**src/jdbms_pkg.sv**
```systemverilog
package jdbms_pkg;

  ////////////////////////////////////////////////////////////////////////////
  // Clock and timing
  localparam int CLK_PERIOD_NS = 20;
  localparam int DB_DELAY_UNIT_NS = 100_000_000;
  localparam int DB_TICK_CYCLES = DB_DELAY_UNIT_NS / CLK_PERIOD_NS;
  localparam int RAMP_TICK_NS = 1_000_000;
  localparam int RAMP_TICK_CYCLES = RAMP_TICK_NS / CLK_PERIOD_NS;

  ////////////////////////////////////////////////////////////////////////////
  // Register byte offsets
  localparam logic [7:0] ADR_FUNC_LO = 8'h00;
  localparam logic [7:0] ADR_FUNC_HI = 8'h04;
  localparam logic [7:0] ADR_JOG_FREQ = 8'h08;
  localparam logic [7:0] ADR_JOG_STOP = 8'h0C;
  localparam logic [7:0] ADR_RUN_SRC = 8'h10;
  localparam logic [7:0] ADR_START_FREQ = 8'h14;
  localparam logic [7:0] ADR_DB_DELAY = 8'h18;
  localparam logic [7:0] ADR_DB_FORCE = 8'h1C;
  localparam logic [7:0] ADR_MOTOR1_FREQ = 8'h20;
  localparam logic [7:0] ADR_MOTOR2_FREQ = 8'h24;
  localparam logic [7:0] ADR_STATUS = 8'h28;

  ////////////////////////////////////////////////////////////////////////////
  // Status field positions
  localparam int STAT_FREQ_LSB = 0;
  localparam int STAT_OUT_EN_BIT = 16;
  localparam int STAT_BRAKE_BIT = 17;
  localparam int STAT_SET2_BIT = 18;
  localparam int STAT_STATE_LSB = 20;

  ////////////////////////////////////////////////////////////////////////////
  // Codes, limits and reset values (frequency in 0.01 Hz, delay in 0.1 s)
  localparam int NUM_TERMINALS = 5;
  localparam logic [7:0] FUNC_JOG = 8'h06;
  localparam logic [7:0] FUNC_DC_BRAKE = 8'h07;
  localparam logic [7:0] FUNC_MOTOR2 = 8'h08;
  localparam logic [15:0] JOG_FREQ_LIMIT = 16'h03E8;
  localparam logic [1:0] JOG_STOP_COAST = 2'h0;
  localparam logic [1:0] JOG_STOP_DECEL = 2'h1;
  localparam logic [1:0] JOG_STOP_DC_BRAKE = 2'h2;
  localparam logic [1:0] RUN_SRC_TERMINAL = 2'h1;
  localparam logic [7:0] DB_DELAY_MAX = 8'h32;
  localparam logic [6:0] DB_FORCE_MAX = 7'h64;
  localparam logic [15:0] RAMP_STEP = 16'h000A;
  localparam logic [7:0] RST_FUNC_CODE = 8'h00;
  localparam logic [15:0] RST_JOG_FREQ = 16'h01F4;
  localparam logic [1:0] RST_JOG_STOP = 2'h0;
  localparam logic [1:0] RST_RUN_SRC = 2'h1;
  localparam logic [15:0] RST_START_FREQ = 16'h0032;
  localparam logic [7:0] RST_DB_DELAY = 8'h00;
  localparam logic [6:0] RST_DB_FORCE = 7'h00;
  localparam logic [15:0] RST_MOTOR_FREQ = 16'h0000;

  typedef enum logic [2:0] {
    ST_IDLE, ST_RUN, ST_JOG, ST_DECEL, ST_COAST, ST_BRAKE, ST_JOG_BRAKE, ST_LOCKOUT
  } jdbms_state_t;

  typedef struct packed {
    logic [15:0] freq;
    logic outEnable;
    logic brakeOn;
    logic [6:0] brakeForce;
    logic motorSet2;
    logic jogActive;
  } jdbms_drive_t;

  typedef struct packed {
    logic forwardRun;
    logic reverseRun;
    logic keypadRun;
    logic [NUM_TERMINALS-1:0] terminal;
  } jdbms_pins_t;

endpackage

```
**src/jdbms_jog_brake_ctrl.sv**
```systemverilog
`timescale 1ns/1ps
// Function
// Jog function code runs motor at jog frequency
// Jog output frequency clamped to 10 Hz
// Jog output only with jog and run together
// Jog steps straight to frequency, no ramp
// Jog ends by coast, decel or DC brake
// No jog if frequency zero or below start
// Panel run key jogs only in terminal mode
// Jog input released leaves jog, back to stop
// DC-brake function code enables injection braking
// Brake delay held within 0.1 to 5.0 s; code clamps only above 5.0 s and accepts 0
// Brake force held 0 to 100 percent, applied
// Terminal run: brake, then ramp back on release
// Keypad run: brake, output stays off after release
// Keypad run with delay: coast, then brake
// Motor-two function code selects second parameter set
// Parameter set changes only while stopped
// Select released means main parameter set
// Outside party avoids holding brake input continuously
// Each terminal decoded by its function code
module jdbms_jog_brake_ctrl #(
  parameter int DB_TICK_CYCLES = jdbms_pkg::DB_TICK_CYCLES,
  parameter int RAMP_TICK_CYCLES = jdbms_pkg::RAMP_TICK_CYCLES
) (
  input wire logic clk,
  input wire logic reset,
  input wire logic wb_cyc_i,
  input wire logic wb_stb_i,
  input wire logic wb_we_i,
  input wire logic [7:0] wb_adr_i,
  input wire logic [3:0] wb_sel_i,
  input wire logic [31:0] wb_dat_i,
  output logic [31:0] wb_dat_o,
  output logic wb_ack_o,
  input wire jdbms_pkg::jdbms_pins_t pinsIn,
  output jdbms_pkg::jdbms_drive_t driveOut
);

  localparam int NT = jdbms_pkg::NUM_TERMINALS;

  jdbms_pkg::jdbms_pins_t pinsMeta_r;
  jdbms_pkg::jdbms_pins_t pins_r;
  logic [NT-1:0][7:0] funcCode_r;
  logic [15:0] jogFreq_r;
  logic [1:0] jogStop_r;
  logic [1:0] runSrc_r;
  logic [15:0] startFreq_r;
  logic [7:0] dbDelay_r;
  logic [6:0] dbForce_r;
  logic [15:0] motor1Freq_r;
  logic [15:0] motor2Freq_r;
  jdbms_pkg::jdbms_state_t state_r;
  logic [15:0] freq_r;
  logic set2_r;
  logic fromKeypad_r;
  logic [31:0] rampCnt_r;
  logic rampTick;
  logic [31:0] dbCnt_r;
  logic [7:0] dbUnits_r;
  logic ack_r;
  logic [31:0] rdData_r;
  jdbms_pkg::jdbms_drive_t drive_r;
  logic [NT-1:0] jogHit;
  logic [NT-1:0] dbHit;
  logic [NT-1:0] setHit;
  logic jogIn;
  logic dbIn;
  logic setIn;
  logic busReq;
  logic wrEn;
  logic [31:0] rdData;
  logic [31:0] wrMask;
  logic termRun;
  logic jogRunCmd;
  logic jogAllowed;
  logic normalRun;
  logic [15:0] jogLim;
  logic [15:0] target;
  logic delayDone;

  ////////////////////////////////////////////////////////////////////////////
  // Pin synchronisers
  always_ff @(posedge clk) begin
    if (reset) begin
      pinsMeta_r <= '0;
      pins_r <= '0;
    end else begin
      pinsMeta_r <= pinsIn;
      pins_r <= pinsMeta_r;
    end
  end

  ////////////////////////////////////////////////////////////////////////////
  // Terminal function decode
  genvar i;
  generate
    for (i = 0; i < NT; i++) begin : g_term
      assign jogHit[i] = pins_r.terminal[i] && (funcCode_r[i] == jdbms_pkg::FUNC_JOG);
      assign dbHit[i] = pins_r.terminal[i] && (funcCode_r[i] == jdbms_pkg::FUNC_DC_BRAKE);
      assign setHit[i] = pins_r.terminal[i] && (funcCode_r[i] == jdbms_pkg::FUNC_MOTOR2);
    end
  endgenerate

  assign jogIn = |jogHit;
  assign dbIn = |dbHit;
  assign setIn = |setHit;

  ////////////////////////////////////////////////////////////////////////////
  // Wishbone slave, one wait state
  assign busReq = wb_cyc_i && wb_stb_i && !ack_r;
  assign wrEn = busReq && wb_we_i;
  assign wrMask = {{8{wb_sel_i[3]}}, {8{wb_sel_i[2]}}, {8{wb_sel_i[1]}}, {8{wb_sel_i[0]}}};

  function automatic logic [31:0] merge(input logic [31:0] old, input logic [31:0] nw, input logic [31:0] m);
    merge = (old & ~m) | (nw & m);
  endfunction

  always_comb begin
    rdData = '0;
    case (wb_adr_i)
      jdbms_pkg::ADR_FUNC_LO: rdData = {funcCode_r[3], funcCode_r[2], funcCode_r[1], funcCode_r[0]};
      jdbms_pkg::ADR_FUNC_HI: rdData = {24'h000000, funcCode_r[4]};
      jdbms_pkg::ADR_JOG_FREQ: rdData = {16'h0000, jogFreq_r};
      jdbms_pkg::ADR_JOG_STOP: rdData = {30'h00000000, jogStop_r};
      jdbms_pkg::ADR_RUN_SRC: rdData = {30'h00000000, runSrc_r};
      jdbms_pkg::ADR_START_FREQ: rdData = {16'h0000, startFreq_r};
      jdbms_pkg::ADR_DB_DELAY: rdData = {24'h000000, dbDelay_r};
      jdbms_pkg::ADR_DB_FORCE: rdData = {25'h0000000, dbForce_r};
      jdbms_pkg::ADR_MOTOR1_FREQ: rdData = {16'h0000, motor1Freq_r};
      jdbms_pkg::ADR_MOTOR2_FREQ: rdData = {16'h0000, motor2Freq_r};
      jdbms_pkg::ADR_STATUS: begin
        rdData[jdbms_pkg::STAT_FREQ_LSB +: 16] = freq_r;
        rdData[jdbms_pkg::STAT_OUT_EN_BIT] = drive_r.outEnable;
        rdData[jdbms_pkg::STAT_BRAKE_BIT] = drive_r.brakeOn;
        rdData[jdbms_pkg::STAT_SET2_BIT] = set2_r;
        rdData[jdbms_pkg::STAT_STATE_LSB +: 3] = state_r;
      end
      default: rdData = '0;
    endcase
  end

  always_ff @(posedge clk) begin
    if (reset) begin
      ack_r <= 1'b0;
      rdData_r <= '0;
    end else begin
      ack_r <= busReq;
      rdData_r <= busReq ? rdData : '0;
    end
  end

  assign wb_ack_o = ack_r;
  assign wb_dat_o = rdData_r;

  ////////////////////////////////////////////////////////////////////////////
  // Setting registers
  always_ff @(posedge clk) begin
    logic [31:0] v;
    v = '0;
    if (reset) begin
      funcCode_r <= {NT{jdbms_pkg::RST_FUNC_CODE}};
      jogFreq_r <= jdbms_pkg::RST_JOG_FREQ;
      jogStop_r <= jdbms_pkg::RST_JOG_STOP;
      runSrc_r <= jdbms_pkg::RST_RUN_SRC;
      startFreq_r <= jdbms_pkg::RST_START_FREQ;
      dbDelay_r <= jdbms_pkg::RST_DB_DELAY;
      dbForce_r <= jdbms_pkg::RST_DB_FORCE;
      motor1Freq_r <= jdbms_pkg::RST_MOTOR_FREQ;
      motor2Freq_r <= jdbms_pkg::RST_MOTOR_FREQ;
    end else if (wrEn) begin
      case (wb_adr_i)
        jdbms_pkg::ADR_FUNC_LO: begin
          v = merge({funcCode_r[3], funcCode_r[2], funcCode_r[1], funcCode_r[0]}, wb_dat_i, wrMask);
          funcCode_r[3:0] <= v;
        end
        jdbms_pkg::ADR_FUNC_HI: begin
          v = merge({24'h000000, funcCode_r[4]}, wb_dat_i, wrMask);
          funcCode_r[4] <= v[7:0];
        end
        jdbms_pkg::ADR_JOG_FREQ: begin
          v = merge({16'h0000, jogFreq_r}, wb_dat_i, wrMask);
          jogFreq_r <= v[15:0];
        end
        jdbms_pkg::ADR_JOG_STOP: begin
          v = merge({30'h00000000, jogStop_r}, wb_dat_i, wrMask);
          jogStop_r <= v[1:0];
        end
        jdbms_pkg::ADR_RUN_SRC: begin
          v = merge({30'h00000000, runSrc_r}, wb_dat_i, wrMask);
          runSrc_r <= v[1:0];
        end
        jdbms_pkg::ADR_START_FREQ: begin
          v = merge({16'h0000, startFreq_r}, wb_dat_i, wrMask);
          startFreq_r <= v[15:0];
        end
        jdbms_pkg::ADR_DB_DELAY: begin
          v = merge({24'h000000, dbDelay_r}, wb_dat_i, wrMask);
          dbDelay_r <= (v > 32'(jdbms_pkg::DB_DELAY_MAX)) ? jdbms_pkg::DB_DELAY_MAX : v[7:0];
        end
        jdbms_pkg::ADR_DB_FORCE: begin
          v = merge({25'h0000000, dbForce_r}, wb_dat_i, wrMask);
          dbForce_r <= (v > 32'(jdbms_pkg::DB_FORCE_MAX)) ? jdbms_pkg::DB_FORCE_MAX : v[6:0];
        end
        jdbms_pkg::ADR_MOTOR1_FREQ: begin
          v = merge({16'h0000, motor1Freq_r}, wb_dat_i, wrMask);
          motor1Freq_r <= v[15:0];
        end
        jdbms_pkg::ADR_MOTOR2_FREQ: begin
          v = merge({16'h0000, motor2Freq_r}, wb_dat_i, wrMask);
          motor2Freq_r <= v[15:0];
        end
        default: begin
        end
      endcase
    end
  end

  ////////////////////////////////////////////////////////////////////////////
  // Ramp tick and brake delay timing
  assign rampTick = (rampCnt_r == 32'(RAMP_TICK_CYCLES - 1));

  always_ff @(posedge clk) begin
    if (reset || rampTick) begin
      rampCnt_r <= '0;
    end else begin
      rampCnt_r <= rampCnt_r + 32'h00000001;
    end
  end

  // Delay runs only in the coast and jog-brake states and restarts on entry
  always_ff @(posedge clk) begin
    if (reset || (state_r != jdbms_pkg::ST_COAST && state_r != jdbms_pkg::ST_JOG_BRAKE)) begin
      dbCnt_r <= '0;
      dbUnits_r <= '0;
    end else if (dbCnt_r == 32'(DB_TICK_CYCLES - 1)) begin
      dbCnt_r <= '0;
      if (!delayDone) begin
        dbUnits_r <= dbUnits_r + 8'h01;
      end
    end else begin
      dbCnt_r <= dbCnt_r + 32'h00000001;
    end
  end

  assign delayDone = (dbUnits_r >= dbDelay_r);

  ////////////////////////////////////////////////////////////////////////////
  // Run control
  assign termRun = pins_r.forwardRun || pins_r.reverseRun;
  assign jogRunCmd = jogIn && (termRun || (runSrc_r == jdbms_pkg::RUN_SRC_TERMINAL && pins_r.keypadRun));
  assign jogAllowed = (jogFreq_r != 16'h0000) && (jogFreq_r >= startFreq_r);
  assign normalRun = (runSrc_r == jdbms_pkg::RUN_SRC_TERMINAL) ? termRun : pins_r.keypadRun;
  assign jogLim = (jogFreq_r > jdbms_pkg::JOG_FREQ_LIMIT) ? jdbms_pkg::JOG_FREQ_LIMIT : jogFreq_r;
  assign target = set2_r ? motor2Freq_r : motor1Freq_r;

  function automatic logic [15:0] rampTo(input logic [15:0] cur, input logic [15:0] tgt);
    if (cur < tgt) begin
      rampTo = ((tgt - cur) > jdbms_pkg::RAMP_STEP) ? cur + jdbms_pkg::RAMP_STEP : tgt;
    end else begin
      rampTo = ((cur - tgt) > jdbms_pkg::RAMP_STEP) ? cur - jdbms_pkg::RAMP_STEP : tgt;
    end
  endfunction

  always_ff @(posedge clk) begin
    if (reset) begin
      state_r <= jdbms_pkg::ST_IDLE;
      freq_r <= '0;
      set2_r <= 1'b0;
      fromKeypad_r <= 1'b0;
    end else begin
      case (state_r)
        jdbms_pkg::ST_IDLE: begin
          freq_r <= '0;
          set2_r <= setIn;
          if (jogRunCmd && jogAllowed) begin
            freq_r <= jogLim;
            state_r <= jdbms_pkg::ST_JOG;
          end else if (normalRun && !dbIn) begin
            fromKeypad_r <= (runSrc_r != jdbms_pkg::RUN_SRC_TERMINAL);
            state_r <= jdbms_pkg::ST_RUN;
          end
        end
        jdbms_pkg::ST_RUN: begin
          if (!normalRun) begin
            state_r <= jdbms_pkg::ST_DECEL;
          end else if (dbIn) begin
            freq_r <= '0;
            if (fromKeypad_r && dbDelay_r != 8'h00) begin
              state_r <= jdbms_pkg::ST_COAST;
            end else begin
              state_r <= jdbms_pkg::ST_BRAKE;
            end
          end else if (rampTick) begin
            freq_r <= rampTo(freq_r, target);
          end
        end
        jdbms_pkg::ST_JOG: begin
          if (!jogRunCmd) begin
            case (jogStop_r)
              jdbms_pkg::JOG_STOP_DECEL: state_r <= jdbms_pkg::ST_DECEL;
              jdbms_pkg::JOG_STOP_DC_BRAKE: begin
                freq_r <= '0;
                state_r <= jdbms_pkg::ST_JOG_BRAKE;
              end
              default: begin
                freq_r <= '0;
                state_r <= jdbms_pkg::ST_IDLE;
              end
            endcase
          end else begin
            freq_r <= jogLim;
          end
        end
        jdbms_pkg::ST_DECEL: begin
          if (freq_r == 16'h0000) begin
            state_r <= jdbms_pkg::ST_IDLE;
          end else if (rampTick) begin
            freq_r <= rampTo(freq_r, 16'h0000);
          end
        end
        jdbms_pkg::ST_COAST: begin
          if (!dbIn) begin
            state_r <= jdbms_pkg::ST_LOCKOUT;
          end else if (delayDone) begin
            state_r <= jdbms_pkg::ST_BRAKE;
          end
        end
        jdbms_pkg::ST_BRAKE: begin
          if (!dbIn) begin
            if (fromKeypad_r) begin
              state_r <= jdbms_pkg::ST_LOCKOUT;
            end else if (normalRun) begin
              state_r <= jdbms_pkg::ST_RUN;
            end else begin
              state_r <= jdbms_pkg::ST_IDLE;
            end
          end
        end
        jdbms_pkg::ST_JOG_BRAKE: begin
          if (delayDone) begin
            state_r <= jdbms_pkg::ST_IDLE;
          end
        end
        jdbms_pkg::ST_LOCKOUT: begin
          if (!pins_r.keypadRun) begin
            state_r <= jdbms_pkg::ST_IDLE;
          end
        end
        default: state_r <= jdbms_pkg::ST_IDLE;
      endcase
    end
  end

  ////////////////////////////////////////////////////////////////////////////
  // Output stage command
  always_ff @(posedge clk) begin
    logic runOn;
    logic brakeOn;
    runOn = (state_r == jdbms_pkg::ST_RUN) || (state_r == jdbms_pkg::ST_JOG) || (state_r == jdbms_pkg::ST_DECEL);
    brakeOn = (state_r == jdbms_pkg::ST_BRAKE) || (state_r == jdbms_pkg::ST_JOG_BRAKE) ||
              ((state_r == jdbms_pkg::ST_IDLE) && dbIn);
    if (reset) begin
      drive_r <= '0;
    end else begin
      drive_r.freq <= runOn ? freq_r : 16'h0000;
      drive_r.outEnable <= runOn;
      drive_r.brakeOn <= brakeOn;
      drive_r.brakeForce <= brakeOn ? dbForce_r : 7'h00;
      drive_r.motorSet2 <= set2_r;
      drive_r.jogActive <= (state_r == jdbms_pkg::ST_JOG);
    end
  end

  assign driveOut = drive_r;

endmodule

```
**config.mk**
```make
export PLATFORM = sky130hd
export DESIGN_NAME = jdbms_jog_brake_ctrl
export DESIGN_NICKNAME = d
export VERILOG_FILES = /design/src/jdbms_pkg.sv /design/src/jdbms_jog_brake_ctrl.sv
export SDC_FILE = /design/constraint.sdc
export NUM_CORES = 1
export LEC_CHECK = 0
export ABC_AREA = 1
export BUFFER_PORTS_ARGS = -buffer_cell sky130_fd_sc_hd__buf_2
export CAP_MARGIN = 20
export CORE_ASPECT_RATIO = 0.7
export CORE_MARGIN = 3
export CORE_UTILIZATION = 45
export CTS_BUF_LIST = sky130_fd_sc_hd__clkbuf_8
export CTS_CLUSTER_DIAMETER = 100
export DETAILED_ROUTE_END_ITERATION = 10
export SETUP_SLACK_MARGIN = 0.15
export SLEW_MARGIN = 20
export SYNTH_ARGS = -nofsm -noshare
export SYNTH_HDL_FRONTEND = slang
export SYNTH_SLANG_ARGS = --single-unit
```
**constraint.sdc**
```tcl
create_clock -name clk -period 4.35 [get_ports clk]
set_clock_uncertainty 0.1 [all_clocks]
set_input_delay 0.2175 -clock clk [delete_from_list [all_inputs] [get_ports clk]]
set_output_delay 0.2175 -clock clk [all_outputs]
set_load 0.05 [all_outputs]
```
==> results.md, run 1 <==
- CTS max path bufs: 3
- Count of port buffers added during placement: 116
- Ratio of cells with drive above 1 in the final layout: 11.9%
- Max Cap Violations: 0
- Area share of fa/ha/maj cells after synthesis: 5.08%
- Total die area: 39,200 um2
- Total power density per cell area: 698 nW/um2
- Drt total wl: 56,000 um
- Antenna violations before repair: 1
- Critical-path cell with the highest stage delay: sky130_fd_sc_hd__fa_1
- Syn Nets: 2,577
- Total vias in the final route: 17,000
- Post-route fraction of the period consumed by the critical path: 89.2%
- TritonCTS clock tree: yes
- Final worst path period need: 3880 ps
- Final layout net count: 2,753
- Static leakage: 8.38 nW
- CORE AREA: 36,100 um2
- Worst-Margin Slew: 1200 ps
- Setup repair after global routing missed its margin: false
- Row cnt: 58
- Initial core utilization: 45.9%
- Number of placed instances with taps included: 3,005
- Via count of the first global-routing pass: 15,300
- CTS HTree Levels: 2
- Outcome: finished, final reports clean
- Wire length of the first global-routing pass: 86,000 um
- Max rail drop VDD: 0.416 mV
- Mux cell area share after synthesis: 0%
- Biggest fanout along the worst timing path: 31
- Final cell count without fillers: 3,148
- Hold Crit Class: in -> reg
- WL/cell: 17.8 um
- Crit Reg-Reg Startpoint: set2_r$_SDFFE_PP0P_
- Ordered list of cells on the worst path: buf_6, nand2_1, o21ai_1, inv_1, ha_1, inv_1, fa_1, nand3_1, nand2_1, nand3_1, nand3_1, nand2_1, nand2_1, nand2_1, nor3_4, buf_4, nand3_1, nand2_1, nand3_1, nand3_1, nand2_1, a21oi_1
- DRC: 0
- Vias per cell: 5.40
- Count of nets left with antenna violations after detail routing: 0
- Crit path largest cell delay: 360 ps
- Final number of hold-violating endpoints: 0
- Number of sinks driven by the clock tree: 292
- Floorplan die height: 166 um
- Remaining Overflow, GRT: 0
- Post-route total power: 13.4 mW
- Main combinational cell family by area after synthesis: simple AND/OR/NAND/NOR gates
- Most used cell, CP: sky130_fd_sc_hd__nand2_1
- Post-synthesis sequential area ratio: 35.3%
- DRT Pass-1 Iters: 8
- Crit path kind: reg -> reg
- Endpoint of the worst register-to-register path: freq_r[2]$_SDFFE_PP0P_
- Critical path required time: 4770 ps
- Area fraction of the dominant cell type after synthesis: 35.3%
- Yosys cell types: 50
- Compound-cell area share of the yosys netlist: 15.9%
- Max-slew violation count: 0
- Minimum setup slack among reg-to-reg paths: 470 ps
- Worst-Skew Late Latency: 610 ps
- Cells on worst reg2reg path: 22
- Startpoint of the worst setup timing path: set2_r$_SDFFE_PP0P_
- HPWL reported at the end of detailed placement: 43,000 um
- Final setup violating endpoints: 0
- Area grow syn2layout: 16.3%
- Area after detailed placement: 17,600 um2
- Final weighted congestion of routability-driven global placement: 0.976
- Crit path capture type: flip-flop
- Maximum number of pins on one net before global-route repair: 80
- CTS Root Cell: sky130_fd_sc_hd__clkbuf_8
- Xor-xnor portion of the synthesized cell area: 2.49%
- Capture point of the critical path: freq_r[2]$_SDFFE_PP0P_
- Cell type with the largest total area after synthesis: sky130_fd_sc_hd__dfxtp_1
- Number of cells produced by synthesis: 2,454
- Total of flip-flops plus latches after synthesis: 292
- Overall track demand over capacity in global routing: 27.4%
- Simple-gate area share of the yosys netlist: 30.1%
- Clock buffers created by TritonCTS: 47
- Warnings, synthesis: 0
- Final Instance Area: 19,200 um2
- Top achievable clock speed: 0.258 GHz
- Clk slew on worst S/H paths: 70 ps
- Critical Path Source Type: flip-flop
- Max_slew headroom: 19.2%
- IO Pins: 117
- Critical path arrival: 4300 ps
- Total of fill cells in the finished design: 3,570
- Die extent in x: 235 um
- Starting DRT DRC Count: 1,802
- Setup TNS Final: 0 ps
- Cell area after synthesis: 16,500 um2
- Most area-consuming cells after synthesis: sky130_fd_sc_hd__dfxtp_1 35%, sky130_fd_sc_hd__nand2_1 11%, sky130_fd_sc_hd__inv_1 8.6%
- Mean instance size in the synthesized netlist: 6.74 um2
## synthesized netlist by cell type (all sizes together)
master,count
a211oi,34
nand4,44
nand3b,1
or2,5
a221oi,22
clkbuf,48
nor3,62
clkinv,7
o21a,5
nor2,287
a211o,2
a22oi,1
buf,23
a2111oi,1
nand3,182
o41ai,1
o21ai,141
nand2,499
o211ai,14
dfxtp,292
and2,2
o22ai,26
nor4,32
xor2,39
ha,64
a31oi,9
o32ai,2
o2111ai,2
o31ai,1
xnor2,8
fa,2
a21oi,192
inv,399
nor3b,5
## cell usage in the layout, fill, tap and decap left out, drive strengths merged, types with 2 or more instances in the layout
master       instances
nor2               287
nand2              499
ha                  64
bufinv               4
a211oi              34
o211ai              14
xor2                39
o2111ai              2
nand4               44
nor3b                5
o21a                 5
nor4                32
o32ai                2
buf                148
and2                 2
a21oi              192
clkinv              17
nor3                62
or2                  5
a31oi                9
a211o                2
fa                   2
dfxtp              292
clkbuf              60
o22ai               26
xnor2                8
nand3              182
o21ai              141
inv                411
a221oi              22
dlygate4sd3         50
## kinds of logic (layout without fill, tap and decap cells)
kind of cell    after synthesis  in the layout
other cells                   0              1
flops                       292            292
simple gates               1119           1119
compound gates              453            453
buf+inv                     477            690
fa+ha+maj                    66             66
xor+xnor                     47             47
## metal layers
metal  vias up  GRT usage [%]  routed length (um)
li1       8394              -                   -
met4         2           6.58                1170
met3        87           7.95                5970
met1      7721           42.5               27700
met2       794           36.5               21200
met5         -              0                  13
## worst max-delay path: cells and delay by family, from the launching register on
family | cells | cell delay (ps)
compound gates | 2 | 280
flops | 1 | 320
fa+ha+maj | 2 | 580
buf+inv | 4 | 770
simple gates | 14 | 1720
## area by class of cell
cell class	count	area (um2)	area share (%)
diodes	1	2.50	0.0130
clock buffers	60	826	4.29
clock inverters	26	236	1.23
inverters	406	1520	7.92
multi-input cells	1685	8880	46.2
flip-flops and latches	292	5850	30.4
well taps	480	601	3.12
repair buffers	198	1330	6.90
## what timing repair did
action	in CTS	in global routing
endpoints found under the hold margin	110	0
endpoints found under the setup margin	0	16
hold buffers	50	0
buffers inserted	0	5
gates resized for setup	0	7
## report_power, final
part           leakage, nW  internal [mW]  switching, mW
sequential            2.36           2.79          0.167
clock                0.590           1.49           1.20
combinational         5.43           2.40           5.38
total                 8.38           6.69           6.75
## worst min path at each step
stage,start,end,slack (ps),cells after the start
CTS,wb_sel_i[3],flip-flop,50,3
floorplan,pinsIn[0],pinsMeta_r[0]$_SDFF_PP0_,220,2
finish,wb_sel_i[3],flip-flop,110,3
global route,wb_adr_i[4],wb_dat_o[13]$_SDFF_PP0_,110,6
global placement,pinsMeta_r[2]$_SDFF_PP0_,pins_r[2]$_SDFF_PP0_,300,2
detailed placement,pinsMeta_r[5]$_SDFF_PP0_,pins_r[5]$_SDFF_PP0_,300,2
## per-stage QoR
step                      hold WS (ps)  utilization, %  setup WS (ps)
after global routing               111            53.3            189
after CTS                         52.3            53.2            258
after floorplan                    224               -           1420
after detailed placement           298            48.8            286
final                              110            53.4            470
after global placement             298            48.8            331
Note: power is estimated with default switching activity, not from simulation.
==> run 2: changes to the inputs <==
- CORE_MARGIN: 3 -> default
==> run 2 against run 1 <==
Effect of this change:
- fmax is 0.14% higher
- sequential share of layout area is 0.15 points higher
- global-route usage is 1.7 points higher
- critical path depth is 2 lower
- die area is 4.1% lower
- critical endpoint is now freq_r[0]$_SDFFE_PP0P_
- combinational power is 0.9% higher
- clock power is 3% lower
- count of clock-buffer cells in the layout stayed put
==> results.md, run 2 (synthesis gave the netlist of run 1 again) <==
- Outcome: finished, final reports clean
- Die extent in x: 231 um
- Worst-Skew Late Latency: 610 ps
- Max-slew violation count: 0
- Critical path required time: 4750 ps
- Number of sinks driven by the clock tree: 292
- CTS max path bufs: 3
- Max Cap Violations: 0
- Biggest fanout along the worst timing path: 31
- Post-route fraction of the period consumed by the critical path: 89.1%
- Critical Path Source Type: flip-flop
- Remaining Overflow, GRT: 0
- CORE AREA: 36,100 um2
- Setup TNS Final: 0 ps
- Crit path largest cell delay: 510 ps
- Worst-Margin Slew: 1060 ps
- IO Pins: 117
- Final number of hold-violating endpoints: 0
- Max_slew headroom: 28.7%
- Cell count along the critical path: 20
- Starting DRT DRC Count: 1,559
- Static leakage: 8.30 nW
- DRC: 0
- Antenna violations before repair: 0
- Area used by multi-input combinational logic: 8880 um2
- Crit path capture type: flip-flop
- Antenna Diode Count: 0
- Final layout net count: 2,747
- Area after detailed placement: 17,600 um2
- Post-route total power: 13.4 mW
- Kind of cell adding the most delay to the critical path: simple AND/OR/NAND/NOR gates
- DRT Pass-1 Iters: 6
- Wire length of the first global-routing pass: 85,300 um
- Crit path kind: reg -> reg
- Drt total wl: 55,700 um
- Most frequent cells in the layout: 488 x sky130_fd_sc_hd__nand2_1, 389 x sky130_fd_sc_hd__inv_1, 292 x sky130_fd_sc_hd__dfxtp_1
- Hold depth: 6
- Setup WS pre-CTS: 505 ps
- Floorplan die height: 162 um
- Most used cell, CP: sky130_fd_sc_hd__nand2_1
- Vias per cell: 5.40
- Hold slack: 88.0 ps
- Critical path arrival: 4270 ps
- Overall track demand over capacity in global routing: 29.1%
- Maximum number of pins on one net before global-route repair: 80
- # Post-CTS Setup Buffers: 0
- CTS HTree Levels: 2
- Final weighted congestion of routability-driven global placement: 0.952
- Initial core utilization: 45.9%
- Top achievable clock speed: 0.258 GHz
- Setup repair after global routing missed its margin: false
- Cells on worst reg2reg path: 20
- Hold Crit Class: in -> reg
- Critical-path cell with the highest stage delay: sky130_fd_sc_hd__ha_1
- Clk slew on worst S/H paths: 70 ps
- PnR worst setup slack: 475 ps
- Via count of the first global-routing pass: 15,200
- Row cnt: 58
- Final worst path period need: 3870 ps
- Total of fill cells in the finished design: 3,575
- Final setup violating endpoints: 0
- CTS Root Cell: sky130_fd_sc_hd__clkbuf_8
- Total power density per cell area: 701 nW/um2
- Ratio of cells with drive above 1 in the final layout: 11.8%
- Count of nets left with antenna violations after detail routing: 0
- TritonCTS clock tree: yes
- Count of port buffers added during placement: 116
- Total die area: 37,600 um2
- Clock buffers created by TritonCTS: 47
- Ordered list of cells on the worst path: buf_12, o21ai_0, inv_1, ha_1, nand2_1, nor2_1, and2_1, nand2_1, nand2_1, nand2_1, nand2_1, nand3_2, nor2_4, nand2_2, nand2_1, nand2_1, nand2_1, nand3_1, nor2_1, a21oi_2
- HPWL reported at the end of detailed placement: 42,900 um
- WL/cell: 17.8 um
- Final Instance Area: 19,100 um2
- Area grow syn2layout: 15.7%
- Leading cell type in the layout, fill and taps excluded: sky130_fd_sc_hd__nand2_1
- Total vias in the final route: 16,900
- Sequential Area: 5850 um2
- Max rail drop VDD: 0.502 mV
- Count of buffering cells on the critical path with inverters included: 2
[run 2: cell type report]
class                   instances  area share [%]
multi-input cells            1685            46.4
flip-flops and latches        292            30.5
inverters                     406            7.96
repair buffers                192            6.70
clock buffers                  60            4.31
well taps                     480            3.14
clock inverters                23           0.993
[run 2: tightest hold or removal path, cell delays in order]
cell,delay (ps)
sky130_fd_sc_hd__buf_2,110
sky130_fd_sc_hd__nor2_1,60
sky130_fd_sc_hd__inv_2,90
sky130_fd_sc_hd__nor2_4,80
sky130_fd_sc_hd__nand2_1,60
sky130_fd_sc_hd__a31oi_1,90
[run 2: power by group]
group / switching (mW) / internal, mW
sequential: 0.162 / 2.79
clock: 1.19 / 1.42
combinational: 5.46 / 2.41
[run 2: stage by stage]
stage          cells  util (%)
2_1_floorplan   2454         -
3_3_place_gp    3008      48.9
3_5_place_dp    3008      48.9
4_1_cts         3138      53.0
5_1_grt         3138      53.1
6_report        3138      53.1
[run 2: layer usage]
metal | global-route usage [%] | share of wire (%) | up-vias | wire (um)
met3 | 8.09 | 10 | 83 | 5650
met4 | 6.98 | 1.9 | 2 | 1040
met5 | 1.43 | 0.13 | - | 70
met1 | 44.0 | 49 | 7794 | 27300
met2 | 39.7 | 39 | 680 | 21700
li1 | - | - | 8378 | -
[run 2: path summary, 6_finish.rpt]
check | from | endpoint | slack [ps]
worst max-delay path | set2_r$_SDFFE_PP0P_ | freq_r[0]$_SDFFE_PP0P_ | 480
worst max register to register | set2_r$_SDFFE_PP0P_ | freq_r[0]$_SDFFE_PP0P_ | 480
worst min register to register | pinsMeta_r[3]$_SDFF_PP0_ | pins_r[3]$_SDFF_PP0_ | 310
worst min-delay path | wb_adr_i[4] | wb_dat_o[13]$_SDFF_PP0_ | 90
[run 2: timing repair]
action / CTS / global route
resized for setup: 0 / 4
endpoints found under the setup margin: 0 / 7
hold buffers: 47 / 0
hold endpoints to repair: 117 / 0
==> run 3: changes to the inputs <==
- CORE_ASPECT_RATIO: 0.7 -> 1.2
- CTS_BUF_LIST: sky130_fd_sc_hd__clkbuf_8 -> default
- RECOVER_POWER: default -> 100
==> run 3 against run 2 <==
Effect of this change:
- the flow now finishes with violations (max-capacitance violations, max-slew violations)
- via count down 1.5%
- sequential power about the same
- worst setup slack worse by 68 ps
- fmax down 1.7%
- sequential share of layout area about the same
- non-clock buffer count down 3
- routed wire length down 2.5%
- combinational power down 3.3%
- first-iteration DRC count down 32%
- critical path type unchanged
- critical endpoint unchanged
- largest power group unchanged
- highest routed layer is now met4
==> results.md, run 3 (synthesis gave the netlist of run 1 again) <==
- Internal power: 7.01 mW
- DRT Pass-1 Iters: 6
- Outcome: complete, but fails checks
- Sequential Area: 5850 um2
- Final setup violating endpoints: 0
- DRC: 0
- Hold depth: 3
- HPWL reported at the end of detailed placement: 42,000 um
- Count of port buffers added during placement: 116
- Static leakage: 8.03 nW
- Maximum number of pins on one net before global-route repair: 80
- Vias per cell: 5.39
- Area used by multi-input combinational logic: 8840 um2
- Final worst path period need: 3940 ps
- Share of total power in the clock network: 22.1%
- Post-route total power: 13.6 mW
- Cells on worst reg2reg path: 20
- WL/cell: 17.6 um
- Total vias in the final route: 16,700
- Setup WS pre-CTS: 442 ps
- Max_slew headroom: -40.2%
- Max-slew violation count: 42
- Worst-Skew Late Latency: 580 ps
- Critical Path Source Type: flip-flop
- Final layout net count: 2,728
- # Post-CTS Setup Buffers: 0
- Top achievable clock speed: 0.254 GHz
- CTS max path bufs: 3
- Via count of the first global-routing pass: 16,000
- Biggest fanout along the worst timing path: 16
- Area after detailed placement: 17,600 um2
- Total power density per cell area: 709 nW/um2
- Count of nets left with antenna violations after detail routing: 0
- Final number of hold-violating endpoints: 0
- IO Pins: 117
- Failing checks: max-capacitance violations, max-slew violations
- Overall track demand over capacity in global routing: 28.8%
- Area grow syn2layout: 15.6%
- CORE AREA: 36,000 um2
- Leading cell type in the layout, fill and taps excluded: sky130_fd_sc_hd__nand2_1
- Crit path capture type: flip-flop
- Critical path arrival: 4350 ps
- Final weighted congestion of routability-driven global placement: 1.02
- Max Cap Violations: 1
- Post-route fraction of the period consumed by the critical path: 90.6%
- Number of sinks driven by the clock tree: 292
- Switching Fraction: 48.3%
- CTS HTree Levels: 1
- Setup TNS Final: 0 ps
- Starting DRT DRC Count: 1,054
- Post-layout utilization of the core: 53.1%
- Clk slew on worst S/H paths: 70 ps
- Initial core utilization: 45.9%
- Total die area: 37,600 um2
- PnR worst setup slack: 407 ps
- Most frequent cells in the layout: 489 x sky130_fd_sc_hd__nand2_1, 380 x sky130_fd_sc_hd__inv_1, 292 x sky130_fd_sc_hd__dfxtp_1
- Comb power frac: 56.0%
- Remaining Overflow, GRT: 0
- Total of fill cells in the finished design: 3,671
- Max rail drop VDD: 0.412 mV
- Antenna violations before repair: 0
- Floorplan die height: 212 um
- Power dissipated by switching net loads: 6.56 mW
- Final Instance Area: 19,100 um2
- Ratio of cells with drive above 1 in the final layout: 8.22%
- Sequential cell fraction of total power: 21.9%
- Hold Crit Class: in -> reg
- Worst-Margin Slew: 2100 ps
- Row cnt: 76
- Setup repair after global routing missed its margin: false
- Wire length of the first global-routing pass: 85,100 um
- Die extent in x: 177 um
- Drt total wl: 54,400 um
- Crit path kind: reg -> reg
- Clock buffers created by TritonCTS: 31
- Critical path required time: 4760 ps
- Minimum setup slack among reg-to-reg paths: 410 ps
- TritonCTS clock tree: yes
- Antenna Diode Count: 0
- CTS Root Cell: sky130_fd_sc_hd__clkbuf_16
## run 3: cell types whose count changed in the layout (fill, tap and decap cells not counted), sizes merged
| cell | delta |
|---|---|
| clkinv | +3 |
| dlygate4sd3 | +4 |
| buf | -70 |
| clkbuf | +39 |
| bufinv | +5 |
| inv | -10 |
## run 3: layer usage
layer  up-vias  global-route usage, %  part of all wire, %
li1       8356                      -                    -
met1      7660                   34.0                   41
met2       548                   51.7                   50
met3       124                   3.63                  5.4
met4         0                   12.6                  4.2
met5         -                      0                    0
## run 3: stage by stage
stage	instances	hold WS, ps
3_3_place_gp	2989	294
2_1_floorplan	2454	224
6_report	3097	26.6
3_5_place_dp	2989	294
4_1_cts	3097	4.20
5_1_grt	3097	9.64
## run 3: path summary, 6_finish.rpt
path                       startpoint                      to
min reg2reg  pinsMeta_r[0]$_SDFF_PP0_    pins_r[0]$_SDFF_PP0_
max               set2_r$_SDFFE_PP0P_  freq_r[0]$_SDFFE_PP0P_
min                       wb_dat_i[3]               flip-flop
max reg2reg       set2_r$_SDFFE_PP0P_  freq_r[0]$_SDFFE_PP0P_
## run 3: power by group through the flow
stage          Sequential (mW)  Clock [mW]  Combinational [mW]
6_report                  2.97        3.00                7.60
5_1_grt                   2.98        3.17                8.39
4_1_cts                   2.96        3.05                7.51
3_5_place_dp              3.02           0                7.45
3_3_place_gp              3.02           0                7.45
2_1_floorplan             3.04           0                5.49
## run 3: critical path: stages (launching register included)
cell	delay [ps]
sky130_fd_sc_hd__dfxtp_1	340
sky130_fd_sc_hd__buf_4	190
sky130_fd_sc_hd__o21ai_0	360
sky130_fd_sc_hd__inv_1	170
sky130_fd_sc_hd__ha_1	490
sky130_fd_sc_hd__nand2_2	180
sky130_fd_sc_hd__nor2_1	280
sky130_fd_sc_hd__nand2_1	110
sky130_fd_sc_hd__nand3_1	80
sky130_fd_sc_hd__nand2_1	70
sky130_fd_sc_hd__nor2_1	110
sky130_fd_sc_hd__nand3_1	170
sky130_fd_sc_hd__nor2_4	340
sky130_fd_sc_hd__nand2_4	220
sky130_fd_sc_hd__nand2_1	110
sky130_fd_sc_hd__nand2_1	90
sky130_fd_sc_hd__nand2_1	70
sky130_fd_sc_hd__nand3_1	100
sky130_fd_sc_hd__nand2_1	100
sky130_fd_sc_hd__nand2_1	60
sky130_fd_sc_hd__a21oi_2	120
## run 3: timing repair
item                                    CTS  global route
hold buffers                             51             0
endpoints found under the setup margin    0             3
resized for setup                         0             5
hold endpoints to repair                100             0
## run 3: area by class of cell
type	instances	area share [%]
timing repair buffer	189	6.14
multi-input combinational	1685	46.2
sequential	292	30.6
tap	468	3.06
inverter	406	7.97
clock inverter	21	1.73
clock buffer	36	4.31
